**src/lmr_pkg.sv**
```systemverilog
// package for the literal/move/return execution block
// assumes one 10 MHz core clock and a synchronous active-high reset
//
// How it works
// - bank literal loads bank select, flags untouched
// - page literal loads program counter high latch
// - accumulator literal load, one word, one cycle
// - accumulator stored to banked file register
// - indirect store through pointer chosen by bit
// - update field: pre inc, pre dec, post inc/dec
// - relative form: pointer plus signed offset, unchanged
// - indirect port has no storage, uses pointer
// - pointers are sixteen bits and wrap around
// - pointer stepping never touches status flags
// - software reset resets device, clears reset flag
// - interrupt return pops stack, loads pc, two cycles
// - interrupt return sets global interrupt enable bit
package lmr_pkg;

  typedef enum logic [3:0] {
    OP_NO_OP      = 4'h0,
    OP_LOAD_BANK  = 4'h1,
    OP_LOAD_PAGE  = 4'h2,
    OP_LOAD_ACC   = 4'h3,
    OP_STORE_FILE = 4'h4,
    OP_STORE_IND  = 4'h5,
    OP_SW_RESET   = 4'h6,
    OP_RET_INT    = 4'h7
  } lmr_op_t;

  typedef enum logic [1:0] {
    ST_RUN = 2'b00,
    ST_RET = 2'b01,
    ST_RST = 2'b10
  } lmr_state_t;

  // decoded instruction word as handed over by the fetch stage
  typedef struct packed {
    lmr_op_t    op;
    logic [7:0] literal;
    logic [6:0] file_addr;
    logic       ptr_sel;
    logic [1:0] pointer_update_field;
    logic       relative;
    logic [5:0] offset;
  } lmr_instr_t;

  typedef struct packed {
    logic [15:0] addr;
    logic [7:0]  data;
  } lmr_mem_wr_t;

  // register port offsets
  localparam logic [3:0] REG_ACC    = 4'h0;
  localparam logic [3:0] REG_BANK   = 4'h1;
  localparam logic [3:0] REG_PAGE   = 4'h2;
  localparam logic [3:0] REG_PTR0_L = 4'h3;
  localparam logic [3:0] REG_PTR0_H = 4'h4;
  localparam logic [3:0] REG_PTR1_L = 4'h5;
  localparam logic [3:0] REG_PTR1_H = 4'h6;
  localparam logic [3:0] REG_INTCTL = 4'h7;
  localparam logic [3:0] REG_PWRCTL = 4'h8;
  localparam logic [3:0] REG_STATE  = 4'h9;

  // field positions
  localparam int INT_EN_BIT     = 7;
  localparam int SWRST_FLAG_BIT = 2;

  // values after reset
  localparam logic [7:0]  ACC_RST    = 8'h00;
  localparam logic [5:0]  BANK_RST   = 6'h00;
  localparam logic [6:0]  PAGE_RST   = 7'h00;
  localparam logic [15:0] PTR_RST    = 16'h0000;
  localparam logic [7:0]  INTCTL_RST = 8'h00;
  localparam logic [7:0]  PWRCTL_RST = 8'h04;

  // file addresses that name the two indirect access ports
  localparam logic [6:0] PORT0_ADDR = 7'h00;
  localparam logic [6:0] PORT1_ADDR = 7'h01;

endpackage

```
**src/lmr_exec.sv**
```systemverilog
// execution unit for literal loads, accumulator stores, no-op,
// software reset and return from interrupt
// assumes decoded instructions arrive synchronous to clk and that
// device_reset_req is not looped back onto rst
//
// The plain strobed port and the placing of the registers are this design's own decisions.
module lmr_exec (
  // clock and reset
  input  wire logic                 clk,
  input  wire logic                 rst,
  // instruction stream
  input  wire logic                 instr_valid,
  input  wire lmr_pkg::lmr_instr_t  instr,
  output logic                      instr_ready,
  // hardware stack and program counter
  input  wire logic [14:0]          stack_top_entry,
  output logic                      stack_pop,
  output logic                      pc_load,
  output logic [14:0]               pc_value,
  // data memory write port
  output logic                      mem_we,
  output lmr_pkg::lmr_mem_wr_t      mem_wr,
  // device reset request
  output logic                      device_reset_req,
  // architectural state
  output logic [5:0]                bank_select,
  output logic [6:0]                program_counter_high_latch,
  output logic [7:0]                accumulator,
  output logic                      global_interrupt_enable,
  // register port
  input  wire logic [3:0]           reg_addr,
  input  wire logic [7:0]           reg_wdata,
  input  wire logic                 reg_wr,
  input  wire logic                 reg_rd,
  output logic [7:0]                reg_rdata
);

  ////////////////////////////////////////////////////////////////////
  // helpers

  // wraps modulo 2^16 by construction
  function automatic logic [15:0] step_ptr(
    input logic [15:0] p,
    input logic [1:0]  m
  );
    step_ptr = m[0] ? 16'(p - 16'h0001) : 16'(p + 16'h0001);
  endfunction

  function automatic logic [15:0] ind_addr(
    input logic [15:0]        p,
    input lmr_pkg::lmr_instr_t i
  );
    if (i.relative)
      ind_addr = 16'(p + {{10{i.offset[5]}}, i.offset});
    else if (!i.pointer_update_field[1])
      ind_addr = step_ptr(p, i.pointer_update_field);
    else
      ind_addr = p;
  endfunction

  function automatic logic [15:0] ptr_after(
    input logic [15:0]        p,
    input lmr_pkg::lmr_instr_t i
  );
    // relative form never writes back
    ptr_after = i.relative ? p : step_ptr(p, i.pointer_update_field);
  endfunction

  // one decoded operation, taken this cycle
  function automatic logic op_hit(
    input logic             taken,
    input lmr_pkg::lmr_op_t op,
    input lmr_pkg::lmr_op_t want
  );
    op_hit = taken && (op == want);
  endfunction

  // one register port write aimed at a given offset
  function automatic logic port_hit(
    input logic       strobe,
    input logic [3:0] addr,
    input logic [3:0] want
  );
    port_hit = strobe && (addr == want);
  endfunction

  ////////////////////////////////////////////////////////////////////
  // state

  lmr_pkg::lmr_state_t state_reg;
  lmr_pkg::lmr_state_t state_next;
  logic        ready_reg;
  logic        do_reset;
  logic        take;
  logic [15:0] cur_ptr;
  logic [7:0]  acc_reg;
  logic [5:0]  bank_reg;
  logic [6:0]  page_reg;
  logic [15:0] ptr_reg [2];
  logic [7:0]  intctl_reg;
  logic [7:0]  pwrctl_reg;
  logic        pop_reg;
  logic        pcld_reg;
  logic [14:0] pcval_reg;
  logic        we_reg;
  lmr_pkg::lmr_mem_wr_t wr_reg;
  logic        swrst_reg;
  logic [7:0]  rdata_reg;
  // decoded instructions
  logic        do_bank;
  logic        do_page;
  logic        do_acc;
  logic        do_file;
  logic        do_ind;
  logic        do_ret;
  logic        do_swrst;
  // decoded port writes
  logic        wr_acc;
  logic        wr_bank;
  logic        wr_page;
  logic        wr_intctl;
  logic        wr_pwrctl;

  // the cycle after a software reset acts as a device reset
  assign do_reset = rst | swrst_reg;
  // a request while ready is low is simply not taken
  assign take     = instr_valid & ready_reg;
  assign cur_ptr  = ptr_reg[instr.ptr_sel];

  // do_ind, do_ret and do_swrst are each looked at in more than one process
  assign do_bank   = op_hit(take, instr.op, lmr_pkg::OP_LOAD_BANK);
  assign do_page   = op_hit(take, instr.op, lmr_pkg::OP_LOAD_PAGE);
  assign do_acc    = op_hit(take, instr.op, lmr_pkg::OP_LOAD_ACC);
  assign do_file   = op_hit(take, instr.op, lmr_pkg::OP_STORE_FILE);
  assign do_ind    = op_hit(take, instr.op, lmr_pkg::OP_STORE_IND);
  assign do_ret    = op_hit(take, instr.op, lmr_pkg::OP_RET_INT);
  assign do_swrst  = op_hit(take, instr.op, lmr_pkg::OP_SW_RESET);
  assign wr_acc    = port_hit(reg_wr, reg_addr, lmr_pkg::REG_ACC);
  assign wr_bank   = port_hit(reg_wr, reg_addr, lmr_pkg::REG_BANK);
  assign wr_page   = port_hit(reg_wr, reg_addr, lmr_pkg::REG_PAGE);
  assign wr_intctl = port_hit(reg_wr, reg_addr, lmr_pkg::REG_INTCTL);
  assign wr_pwrctl = port_hit(reg_wr, reg_addr, lmr_pkg::REG_PWRCTL);

  always_comb begin
    state_next = state_reg;
    case (state_reg)
      lmr_pkg::ST_RUN: begin
        if (do_ret)
          state_next = lmr_pkg::ST_RET;
        else if (do_swrst)
          state_next = lmr_pkg::ST_RST;
      end
      lmr_pkg::ST_RET: state_next = lmr_pkg::ST_RUN;
      lmr_pkg::ST_RST: state_next = lmr_pkg::ST_RUN;
      default:         state_next = lmr_pkg::ST_RUN;
    endcase
  end

  always_ff @(posedge clk) begin
    if (do_reset) begin
      state_reg <= lmr_pkg::ST_RUN;
      ready_reg <= 1'b1;
    end else begin
      state_reg <= state_next;
      // one-cycle ops keep ready high back to back
      ready_reg <= (state_next == lmr_pkg::ST_RUN);
    end
  end

  ////////////////////////////////////////////////////////////////////
  // literal loads and accumulator; instruction beats a port write

  always_ff @(posedge clk) begin
    if (do_reset) begin
      acc_reg <= lmr_pkg::ACC_RST;
    end else if (do_acc) begin
      acc_reg <= instr.literal;
    end else if (wr_acc) begin
      acc_reg <= reg_wdata;
    end
  end

  always_ff @(posedge clk) begin
    if (do_reset) begin
      bank_reg <= lmr_pkg::BANK_RST;
    end else if (do_bank) begin
      bank_reg <= instr.literal[5:0];
    end else if (wr_bank) begin
      bank_reg <= reg_wdata[5:0];
    end
  end

  always_ff @(posedge clk) begin
    if (do_reset) begin
      page_reg <= lmr_pkg::PAGE_RST;
    end else if (do_page) begin
      page_reg <= instr.literal[6:0];
    end else if (wr_page) begin
      page_reg <= reg_wdata[6:0];
    end
  end

  ////////////////////////////////////////////////////////////////////
  // indirect pointers; no status flag path exists here at all

  always_ff @(posedge clk) begin
    if (do_reset) begin
      ptr_reg[0] <= lmr_pkg::PTR_RST;
      ptr_reg[1] <= lmr_pkg::PTR_RST;
    end else begin
      if (reg_wr) begin
        case (reg_addr)
          lmr_pkg::REG_PTR0_L: ptr_reg[0][7:0]  <= reg_wdata;
          lmr_pkg::REG_PTR0_H: ptr_reg[0][15:8] <= reg_wdata;
          lmr_pkg::REG_PTR1_L: ptr_reg[1][7:0]  <= reg_wdata;
          lmr_pkg::REG_PTR1_H: ptr_reg[1][15:8] <= reg_wdata;
          default: ;
        endcase
      end
      // the stepping op wins over a port write to its own pointer
      if (do_ind) begin
        ptr_reg[instr.ptr_sel] <= ptr_after(cur_ptr, instr);
      end
    end
  end

  ////////////////////////////////////////////////////////////////////
  // data memory writes

  always_ff @(posedge clk) begin
    if (do_reset) begin
      we_reg <= 1'b0;
      wr_reg <= '0;
    end else begin
      we_reg <= 1'b0;
      if (do_file) begin
        we_reg      <= 1'b1;
        wr_reg.data <= acc_reg;
        if (instr.file_addr == lmr_pkg::PORT0_ADDR)
          wr_reg.addr <= ptr_reg[0];
        else if (instr.file_addr == lmr_pkg::PORT1_ADDR)
          wr_reg.addr <= ptr_reg[1];
        else
          wr_reg.addr <= {3'b000, bank_reg, instr.file_addr};
      end else if (do_ind) begin
        we_reg      <= 1'b1;
        wr_reg.data <= acc_reg;
        wr_reg.addr <= ind_addr(cur_ptr, instr);
      end
    end
  end

  ////////////////////////////////////////////////////////////////////
  // return from interrupt

  always_ff @(posedge clk) begin
    if (do_reset) begin
      pop_reg   <= 1'b0;
      pcld_reg  <= 1'b0;
      pcval_reg <= '0;
    end else begin
      pop_reg  <= 1'b0;
      pcld_reg <= (state_reg == lmr_pkg::ST_RET);
      if (do_ret) begin
        // latch the return address before the pop moves the top
        pcval_reg <= stack_top_entry;
        pop_reg   <= 1'b1;
      end
    end
  end

  always_ff @(posedge clk) begin
    if (do_reset) begin
      intctl_reg <= lmr_pkg::INTCTL_RST;
    end else if (state_reg == lmr_pkg::ST_RET) begin
      intctl_reg[lmr_pkg::INT_EN_BIT] <= 1'b1;
    end else if (wr_intctl) begin
      intctl_reg <= reg_wdata;
    end
  end

  ////////////////////////////////////////////////////////////////////
  // software reset; the flag survives its own reset cycle

  always_ff @(posedge clk) begin
    if (rst) begin
      swrst_reg <= 1'b0;
    end else begin
      swrst_reg <= do_swrst;
    end
  end

  // a hardware reset, or a port write to REG_PWRCTL with bit 2 set, raises the flag again
  always_ff @(posedge clk) begin
    if (rst) begin
      pwrctl_reg <= lmr_pkg::PWRCTL_RST;
    end else if (do_swrst) begin
      pwrctl_reg[lmr_pkg::SWRST_FLAG_BIT] <= 1'b0;
    end else if (wr_pwrctl) begin
      pwrctl_reg <= reg_wdata;
    end
  end

  ////////////////////////////////////////////////////////////////////
  // register read port, data one cycle after the strobe

  always_ff @(posedge clk) begin
    if (rst) begin
      rdata_reg <= '0;
    end else if (reg_rd) begin
      case (reg_addr)
        lmr_pkg::REG_ACC:    rdata_reg <= acc_reg;
        lmr_pkg::REG_BANK:   rdata_reg <= {2'b00, bank_reg};
        lmr_pkg::REG_PAGE:   rdata_reg <= {1'b0, page_reg};
        lmr_pkg::REG_PTR0_L: rdata_reg <= ptr_reg[0][7:0];
        lmr_pkg::REG_PTR0_H: rdata_reg <= ptr_reg[0][15:8];
        lmr_pkg::REG_PTR1_L: rdata_reg <= ptr_reg[1][7:0];
        lmr_pkg::REG_PTR1_H: rdata_reg <= ptr_reg[1][15:8];
        lmr_pkg::REG_INTCTL: rdata_reg <= intctl_reg;
        lmr_pkg::REG_PWRCTL: rdata_reg <= pwrctl_reg;
        lmr_pkg::REG_STATE:  rdata_reg <= {6'h00, state_reg};
        default:             rdata_reg <= 8'h00;
      endcase
    end else begin
      // zero between reads so a stale value is never taken
      rdata_reg <= 8'h00;
    end
  end

  ////////////////////////////////////////////////////////////////////
  // outputs, all flop driven

  assign instr_ready                = ready_reg;
  assign stack_pop                  = pop_reg;
  assign pc_load                    = pcld_reg;
  assign pc_value                   = pcval_reg;
  assign mem_we                     = we_reg;
  assign mem_wr                     = wr_reg;
  assign device_reset_req           = swrst_reg;
  assign bank_select                = bank_reg;
  assign program_counter_high_latch = page_reg;
  assign accumulator                = acc_reg;
  assign global_interrupt_enable    = intctl_reg[lmr_pkg::INT_EN_BIT];
  assign reg_rdata                  = rdata_reg;

endmodule // lmr_exec

```
**config.mk**
```make
export PLATFORM = sky130hd
export DESIGN_NAME = lmr_exec
export DESIGN_NICKNAME = d
export VERILOG_FILES = /design/src/lmr_pkg.sv /design/src/lmr_exec.sv
export SDC_FILE = /design/constraint.sdc
export NUM_CORES = 1
export LEC_CHECK = 0
export CAP_MARGIN = 40
export CORE_MARGIN = 5
export CORE_UTILIZATION = 60
export DETAILED_ROUTE_END_ITERATION = 8
export DONT_BUFFER_PORTS = 1
export GPL_ROUTABILITY_DRIVEN = 1
export GPL_TIMING_DRIVEN = 0
export HOLD_SLACK_MARGIN = 0.03
export PLACE_DENSITY = 0.76
export SETUP_SLACK_MARGIN = 0.15
export SLEW_MARGIN = 20
export SYNTH_ARGS = -nofsm -noshare
export SYNTH_HDL_FRONTEND = slang
export SYNTH_SLANG_ARGS = --single-unit
export TNS_END_PERCENT = 10
```
**constraint.sdc**
```tcl
create_clock -name clk -period 3.4 [get_ports clk]
set_input_delay 0.34 -clock clk [delete_from_list [all_inputs] [get_ports clk]]
set_output_delay 0.34 -clock clk [all_outputs]
set_load 0.05 [all_outputs]
```
==> metrics.txt, run 1 <==
Synth async-reset ratio=0%; Clk pwr share=approximately two fifths; largest net degree at the start of global routing=20; clk_lat worst skew=approximately 430 ps; Final Setup Violations=0; first-pass GRT wire length=approximately 42000 um; Post-Syn Area=approximately 7900 um2; min-delay worst type=in2reg; Seq pwr share=about two fifths; Setup Crit Path Kind=reg2reg; yosys warns=0; Internal Dissipation=0.00282 W; top-count cell post-synth=nand2_1; Worst EP required=3570 ps; share of layout cells above drive strength 1=9.00%; chip width=approximately 120 um; Logic pwr share=18.4%; share of Yosys cell area claimed by the top area cell type=between 20 and 25%; CP endpoint kind=register; clock root cell=clkbuf_16; Placed Cells=roughly 1100; vias in the first global route=7220; top cells by area, synth=dfxtp_1 23%, edfxtp_1 12%, mux2i_1 7.4%, a21oi_1 5.8%, nand2_1 5.1%; Post-synth EDFFs=32; register area share after synthesis=a little over a third; fin cells=about 1200; Leak Pwr=3.49 nW; Routed WL per cell=around 24 um; Slew headroom=between 40 and 50%; Vias per Instance=approximately 6.8; row count=between 40 and 50; CTS Sinks=roughly 120; Max-cap violations=0; CTS H-Tree Depth=4; max-slew violations=0; # fillers=between 1000 and 1500; Slowest cell on crit path=edfxtp_1; top_reg_cell synth=dfxtp_1; grt ovf=0; CP Data Arrival Time=roughly 3400 ps; Via Count=7864; CTS buffer count=17; area grow syn2layout=10.8%; Fin. Hold Viols=0; VDD IR max=~0.00028 V; Mean Syn Cell Area=8.28 um2; GP Congestion=around 1; commonest cells in the netlist=108 x nand2_1, 92 x a21oi_1, 92 x nor2_1; initial antenna violation count=0; Post-route DRC=0; Distinct cells, synth=63; CORE AREA=between 10000 and 15000 um2; Ant. Diodes=0; #FFs+latches synth=around 120; Switching Fraction=a little under a third; clock-pin slew of the registers on the worst-case setup and hold paths=60 ps; port bufs=0; CTS tree=built; WL final=between 20000 and 30000 um; RSZ-0062 raised after global routing=true; area leader, netlist=dfxtp_1; DR iter-0 viols=1020; clock skew=between 7 and 8 ps; f_max=roughly 0.31 GHz; cell chain of the critical path=mux2i_1 -> inv_1 -> ha_1 -> nand4_1 -> a2111oi_2 -> o21ai_1 -> a31oi_1 -> xnor2_1 -> a21o_1 -> o21ai_1; die area=around 16000 um2; First-pass DRT Iterations=7; Largest stage delay, worst path=approximately 500 ps; startpoint types=register; total track usage=between 30% and 40%; Worst-Margin Slew=between 700 and 800 ps; Min Clock Period, post-route=3190 ps; power density cells=around 470 nW/um2; period utilisation layout=93.7%; fin util=roughly two thirds; Nets=between 1000 and 1500; num ports=between 100 and 150; status=completed; die height=125 um; remaining antenna violation count after routing=0; CP max FO=7; detailed-placement wirelength estimate=between 20000 and 25000 um; CP dominant cell by count=o21ai_1; sw power=around 0.0013 W; Post-Synthesis Cells=between 900 and 1000; buffer depth of the longest clock path=2; syn nets=between 1000 and 1500; max FFs per register=32; Initial Util=between 60% and 70%
## stage by stage
stage,setup TNS (ps),power [W],setup WS [ps],cell area (um2),hold WS (ps)
finish,0,0.00413,214,8750,42.7
global route,0,0.00426,101,8750,36.7
CTS,0,0.00410,171,8690,34.5
detailed placement,-1100,0.00241,-249,8120,472
global placement,-853,0.00241,-203,8120,455
floorplan,0,0.00220,437,7900,436
## path summary, 6_finish.rpt
kind                                            startpoint                   endpoint  slack (ps)  cells past startpoint
worst max register to register     ptr_reg[1][9]$_DFFE_PP_   ptr_reg[1][14]$_DFFE_PP_         210                     10
worst min-delay path                   stack_top_entry[10]  pc_value[10]$_SDFFE_PP0P_          40                      2
worst max-delay path               ptr_reg[1][9]$_DFFE_PP_   ptr_reg[1][14]$_DFFE_PP_         210                     10
worst min register to register  intctl_reg[5]$_SDFFE_PP0P_    reg_rdata[5]$_SDFF_PP0_         480                      2
## critical path, delay by kind of cell, from the launching register on
kind	cells	cell delay [ps]
AO/OA/AOI/OAI	5	1020
AND/OR/NAND/NOR	1	200
multiplexers	1	330
flip-flops	1	500
buffers and inverters	1	180
adder cells (fa/ha/maj)	1	430
XOR/XNOR	1	270
## cell type report
class | count | area (um2) | area share, %
tap | 176 | 220 | 2.52
sequential | 123 | 2780 | 31.8
multi-input combinational | 745 | 4830 | 55.2
buffer | 65 | 265 | 3.03
inverter | 20 | 75.1 | 0.858
clock inverter | 14 | 121 | 1.39
clock buffer | 18 | 429 | 4.90
timing repair buffer | 4 | 30.0 | 0.343
## kinds of logic (layout without fill, tap and decap cells)
| logic type | Yosys count | count (layout) | synth area share, % |
|---|---|---|---|
| compound gates | 310 | 310 | 25.1 |
| xor+xnor | 24 | 24 | 2.66 |
| fa+ha+maj | 31 | 31 | 5.10 |
| buf+inv | 85 | 121 | 4.28 |
| flops | 123 | 123 | 35.2 |
| mux | 77 | 77 | 10.1 |
| simple gates | 303 | 303 | 17.5 |
## power groups by stage
stage | combinational [W] | clock, W | sequential [W]
4_1_cts | 0.000726 | 0.00171 | 0.00166
3_5_place_dp | 0.000717 | 0 | 0.00170
2_1_floorplan | 0.000540 | 0 | 0.00166
3_3_place_gp | 0.000714 | 0 | 0.00170
5_1_grt | 0.000819 | 0.00177 | 0.00167
6_report | 0.000760 | 0.00170 | 0.00167
## layout by cell type (no fill, tap or decap), types with 12 or more instances in the layout
cell       synthesis  layout
a31oi_1           18      18
ha_1              29      29
xor2_1            12      12
a211oi_1          35      32
nand2_1          108     108
nand3_1           38      38
o21ai_1           30      30
o21a_1            12      12
clkbuf_1          44      45
clkbuf_16          0      17
o21ai_0           42      42
inv_1             20      20
xnor2_1           12      12
edfxtp_1          32      32
mux2_2            18      18
a21oi_1           92      92
mux2i_1           58      55
nor2_1            92      92
dfxtp_1           91      91
buf_2             15      14
## metal layers
layer  track usage [%]  wire, um  up-vias
met5                 0         0        -
li1                  -         -     3571
met1              45.5     10900     3649
met4              13.4       953        0
met2              52.7     12200      555
met3              12.7      3960       89
## what timing repair did
item	in CTS	in global routing
gates resized for setup	3	9
hold buffers	0	0
endpoints found under the setup margin	2	11
buffers inserted	1	3
pin swaps	0	0
hold endpoints to repair	0	0
No activity file was read; power rests on OpenSTA's default activity.
==> run 2, diff against run 1 <==
- clock period: 3.4 -> 3.3 ns (I/O delays scaled with it)
==> run 2 against run 1 <==
Setup slack worse by 23 ps. Clock skew grew 1.1 ps. Register-to-register slack lost 20 ps. Critical path type unchanged.
==> metrics.txt, run 2 (same netlist as run 1, synthesis figures left out) <==
Final Setup Violations=0; detailed-placement wirelength estimate=roughly 22000 um; row count=42; fin util=between 60% and 70%; CP Data Arrival Time=3280 ps; die height=125 um; max FFs per register=32; max-slew violations=0; Min Clock Period, post-route=slightly above 3000 ps; critical path's top delay family=compound AO/OA/AOI/OAI gates; Placed Cells=~1100; total track usage=35.0%; num ports=between 100 and 150; chip width=125 um; vias in the first global route=between 7000 and 8000; area grow syn2layout=12.5%; period utilisation layout=between 90 and 100%; CP dominant cell by count=o21ai_1; port bufs=0; largest net degree at the start of global routing=20; VDD IR max=~0.00029 V; CORE AREA=~13000 um2; Via Count=approximately 8000; First-pass DRT Iterations=7; Post-route DRC=0; Slowest cell on crit path=edfxtp_1; Worst-Margin Slew=800 ps; Largest stage delay, worst path=~500 ps; Ant. Diodes=0; Nets=1080; Initial Util=between 60 and 70%; CTS Sinks=between 100 and 150; Slew headroom=a little under half; most common cell after layout, fill and taps aside=nand2_1; CTS H-Tree Depth=4; clk_lat worst skew=approximately 430 ps; clock-pin slew of the registers on the worst-case setup and hold paths=approximately 60 ps; cell chain of the critical path=mux2i_2 -> inv_1 -> ha_1 -> nand4_1 -> a2111oi_2 -> o21ai_1 -> a31oi_1 -> xnor2_1 -> a21o_1 -> o21ai_1; GP Congestion=between 1 and 1.5; Max-cap violations=0; CTS buffer count=17; CP max FO=7; Fin. Hold Viols=0; Buf/Inv on CP=1; Worst EP required=around 3500 ps; Vias per Instance=between 6 and 7; CTS tree=built; remaining antenna violation count after routing=0; buffer depth of the longest clock path=2; Leak Pwr=around 3.5 nW; die area=15600 um2; first-pass GRT wire length=roughly 42000 um; Setup Crit Path Kind=reg2reg; initial antenna violation count=1; fin cells=roughly 1200; # fillers=~1100; status=completed; DR iter-0 viols=between 1000 and 1500; setup_tns=0 ps; power density cells=482 nW/um2; worst slack, placed=-339 ps; WL final=28200 um; Routed WL per cell=between 20 and 25 um; most frequent cells in the layout=108 x nand2_1, 92 x nor2_1, 91 x a21oi_1, 91 x dfxtp_1, 54 x mux2i_1; CP endpoint kind=register; final worst setup slack=roughly 190 ps; clock root cell=clkbuf_16; clock skew=approximately 8.8 ps; grt ovf=0; f_max=0.322 GHz; RSZ-0062 raised after global routing=true; startpoint types=register; share of layout cells above drive strength 1=between 9 and 10%; min-delay worst type=in2reg
-- run 2: worst paths after layout --
path / slack, ps / cells after the start / startpoint / to
worst max-delay path: 190 / 10 / ptr_reg[1][9]$_DFFE_PP_ / ptr_reg[1][14]$_DFFE_PP_
worst min-delay path: 40 / 2 / stack_top_entry[14] / pc_value[14]$_SDFFE_PP0P_
worst max register to register: 190 / 10 / ptr_reg[1][9]$_DFFE_PP_ / ptr_reg[1][14]$_DFFE_PP_
worst min register to register: 470 / 2 / intctl_reg[5]$_SDFFE_PP0P_ / reg_rdata[5]$_SDFF_PP0_
-- run 2: power by group --
| group | switching [W] | total, W | internal, W |
|---|---|---|---|
| logic | 0.000510 | 0.000808 | 0.000299 |
| clock network | 0.000722 | 0.00176 | 0.00103 |
| registers | 0.000126 | 0.00172 | 0.00159 |
| total | 0.00136 | 0.00428 | 0.00292 |
-- run 2: repair_timing --
action                                  CTS  global route
pin swaps                                 0             2
buffers inserted                          2             9
hold buffers                              5             0
cloned                                    0             0
endpoints found under the hold margin     5             0
resized for setup                         3            16
endpoints found under the setup margin    9            19
-- run 2: per-stage QoR --
step | power (W) | cell area [um2] | hold WS (ps)
2_1_floorplan | 0.00227 | 7900 | 436
4_1_cts | 0.00423 | 8750 | 30.5
3_5_place_dp | 0.00249 | 8120 | 472
5_1_grt | 0.00441 | 8880 | 40.3
6_report | 0.00428 | 8880 | 36.5
3_3_place_gp | 0.00248 | 8120 | 455
-- run 2: worst register-to-register path, delay by kind of cell (launching register included) --
family / cells / cell delay (ps)
AO/OA/AOI/OAI: 5 / 1020
AND/OR/NAND/NOR: 1 / 210
flip-flops: 1 / 500
adder cells (fa/ha/maj): 1 / 430
multiplexers: 1 / 280
XOR/XNOR: 1 / 260
buffers and inverters: 1 / 160
-- run 2: layer usage --
layer  GRT usage, %  vias to the layer above  part of all wire [%]
met2           53.1                      578                    44
met5              0                        -                 0.043
met1           45.8                     3700                    39
met3           12.3                       96                    13
met4           13.4                        2                   3.7
li1               -                     3590                     -
-- run 2: final cells by class --
| class | count | area [um2] | area share [%] |
|---|---|---|---|
| Buffer | 65 | 269 | 3.03 |
| Timing Repair Buffer | 16 | 133 | 1.49 |
| Tap cell | 176 | 220 | 2.48 |
| Multi-Input combinational cell | 745 | 4850 | 54.6 |
| Inverter | 20 | 75.1 | 0.845 |
| Clock inverter | 14 | 121 | 1.37 |
| Clock buffer | 18 | 429 | 4.83 |
| Sequential cell | 123 | 2780 | 31.3 |
==> run 3, diff against run 2 <==
- clock period: 3.3 -> 3.1 ns (I/O delays scaled with it)
==> run 3 against run 2 <==
Routed wire length grew 2.0%. Total power rose by 7.7%. Global-route usage increased by 0.78 points. Setup slack got worse by 81 ps. Largest cell class unchanged. Highest routed layer is now met4.
==> metrics.txt, run 3 (same netlist as run 1, synthesis figures left out) <==
period utilisation layout=96.4%; area grow syn2layout=15.8%; clk_lat worst skew=roughly 430 ps; num ports=135; initial antenna violation count=1; die area=approximately 16000 um2; RSZ-0062 raised after global routing=true; Pwr Total=between 0.004 and 0.005 W; worst hold slack=between 30 and 40 ps; max-slew violations=0; CP endpoint kind=register; clock-pin slew of the registers on the worst-case setup and hold paths=about 60 ps; CTS buffer count=17; f_max=roughly 0.33 GHz; buffer depth of the longest clock path=2; CORE AREA=~13000 um2; Reg2Reg Launch Point=ptr_reg[0][3]$_DFFE_PP_; vias in the first global route=between 7000 and 8000; Final Setup Violations=0; crit path from=ptr_reg[0][3]$_DFFE_PP_; CP Data Arrival Time=between 3000 and 4000 ps; fin cells=approximately 1200; Via Count=about 8100; First-pass DRT Iterations=8; min-delay worst type=in2reg; chip width=between 100 and 150 um; GP Congestion=1.00; power density cells=between 500 and 600 nW/um2; largest net degree at the start of global routing=20; CTS Sinks=123; Max-cap violations=0; most frequent cells in the layout=108 x nand2_1, 91 x nor2_1, 90 x a21oi_1, 90 x dfxtp_1, 53 x mux2i_1; # fillers=1070; Post-route DRC=0; first-pass GRT wire length=about 43000 um; Hold Path Origin=reg_wdata[6]; clock root cell=clkbuf_16; Leak Pwr=3.65 nW; Ant. Diodes=0; Routed WL per cell=around 24 um; Worst-Margin Slew=between 700 and 800 ps; CTS H-Tree Depth=4; status=completed; grt ovf=0; port bufs=0; detailed-placement wirelength estimate=21500 um; setup_tns=0 ps; fin util=between 60% and 70%; Vias per Instance=between 6 and 7; Initial Util=between 60 and 70%; VDD IR max=between 0.0003 and 0.0004 V; Setup Crit Path Kind=reg2reg; WL final=between 20000 and 30000 um; max FFs per register=32; Min Clock Period, post-route=2990 ps; Placed Cells=about 1100; total track usage=between 30% and 40%; die height=approximately 120 um; most common cell after layout, fill and taps aside=nand2_1; share of layout cells above drive strength 1=~12%; CP max FO=5; clock skew=14.5 ps; CTS tree=built; row count=42; remaining antenna violation count after routing=0; startpoint types=register; Slew headroom=between 40% and 50%; Nets=~1100; DR iter-0 viols=about 1000; Fin. Hold Viols=0; Worst EP required=3290 ps
run 3: cell types whose count changed in the layout (fill, tap and decap cells not counted), moves of 2 or more:
| cell | delta |
|---|---|
| buf_4 | +10 |
| mux2_4 | +2 |
| o21ai_1 | -2 |
| fa_2 | +2 |
| a31oi_1 | -2 |
| o21ai_2 | +2 |
| mux2_2 | -2 |
| ha_2 | +2 |
| dlygate4sd3_1 | +11 |
| a31oi_2 | +2 |
| ha_1 | -2 |
| fa_1 | -2 |
run 3: what timing repair did:
| item | CTS | global route |
|---|---|---|
| endpoints found under the hold margin | 16 | 0 |
| pin swaps | 0 | 3 |
| setup endpoints to repair | 22 | 35 |
| resized for setup | 20 | 15 |
| hold buffers | 16 | 0 |
| setup buffers | 8 | 13 |
| cloned | 0 | 0 |
run 3: through the flow:
step                      setup WS, ps  cell area (um2)
after floorplan                    167             7900
after global placement            -473             8120
after detailed placement          -519             8120
after CTS                          103             8980
after global routing              74.9             9140
final                              110             9140
run 3: per-layer routing:
layer	vias up	wire (um)	track usage, %
met5	-	0	0
met4	0	1090	14.4
met3	84	3710	12.9
met2	555	12800	54.3
met1	3821	11200	46.3
li1	3643	-	-
run 3: worst paths after layout:
kind,depth (start not counted),slack (ps),to
min reg2reg,2,470,reg_rdata[5]$_SDFF_PP0_
min,2,40,intctl_reg[6]$_SDFFE_PP0P_
max reg2reg,10,110,ptr_reg[0][15]$_DFFE_PP_
max,10,110,ptr_reg[0][15]$_DFFE_PP_
run 3: critical path, stage by stage (launching register included):
cell	delay [ps]
edfxtp_1	470
mux2_2	360
ha_1	380
nand4_1	110
o22a_2	260
a211oi_4	290
mux2i_2	340
a21oi_2	130
xor2_2	210
buf_4	150
o21ai_1	40
run 3: cell type report:
cell class / count / area, um2 / area share, %
plain buffers: 65 / 269 / 2.94
well taps: 176 / 220 / 2.41
multi-input cells: 745 / 4930 / 53.9
repair buffers: 37 / 318 / 3.48
inverters: 20 / 75.1 / 0.821
flip-flops and latches: 123 / 2780 / 30.5
clock inverters: 14 / 121 / 1.33
clock buffers: 18 / 429 / 4.69
run 3: report_power, final:
part           switching, W  total [W]  leakage, nW  internal (W)
Sequential         0.000129    0.00182         1.07       0.00170
Clock              0.000777    0.00188        0.268       0.00110
Combinational      0.000565   0.000911         2.32      0.000346
Total               0.00147    0.00461         3.65       0.00314
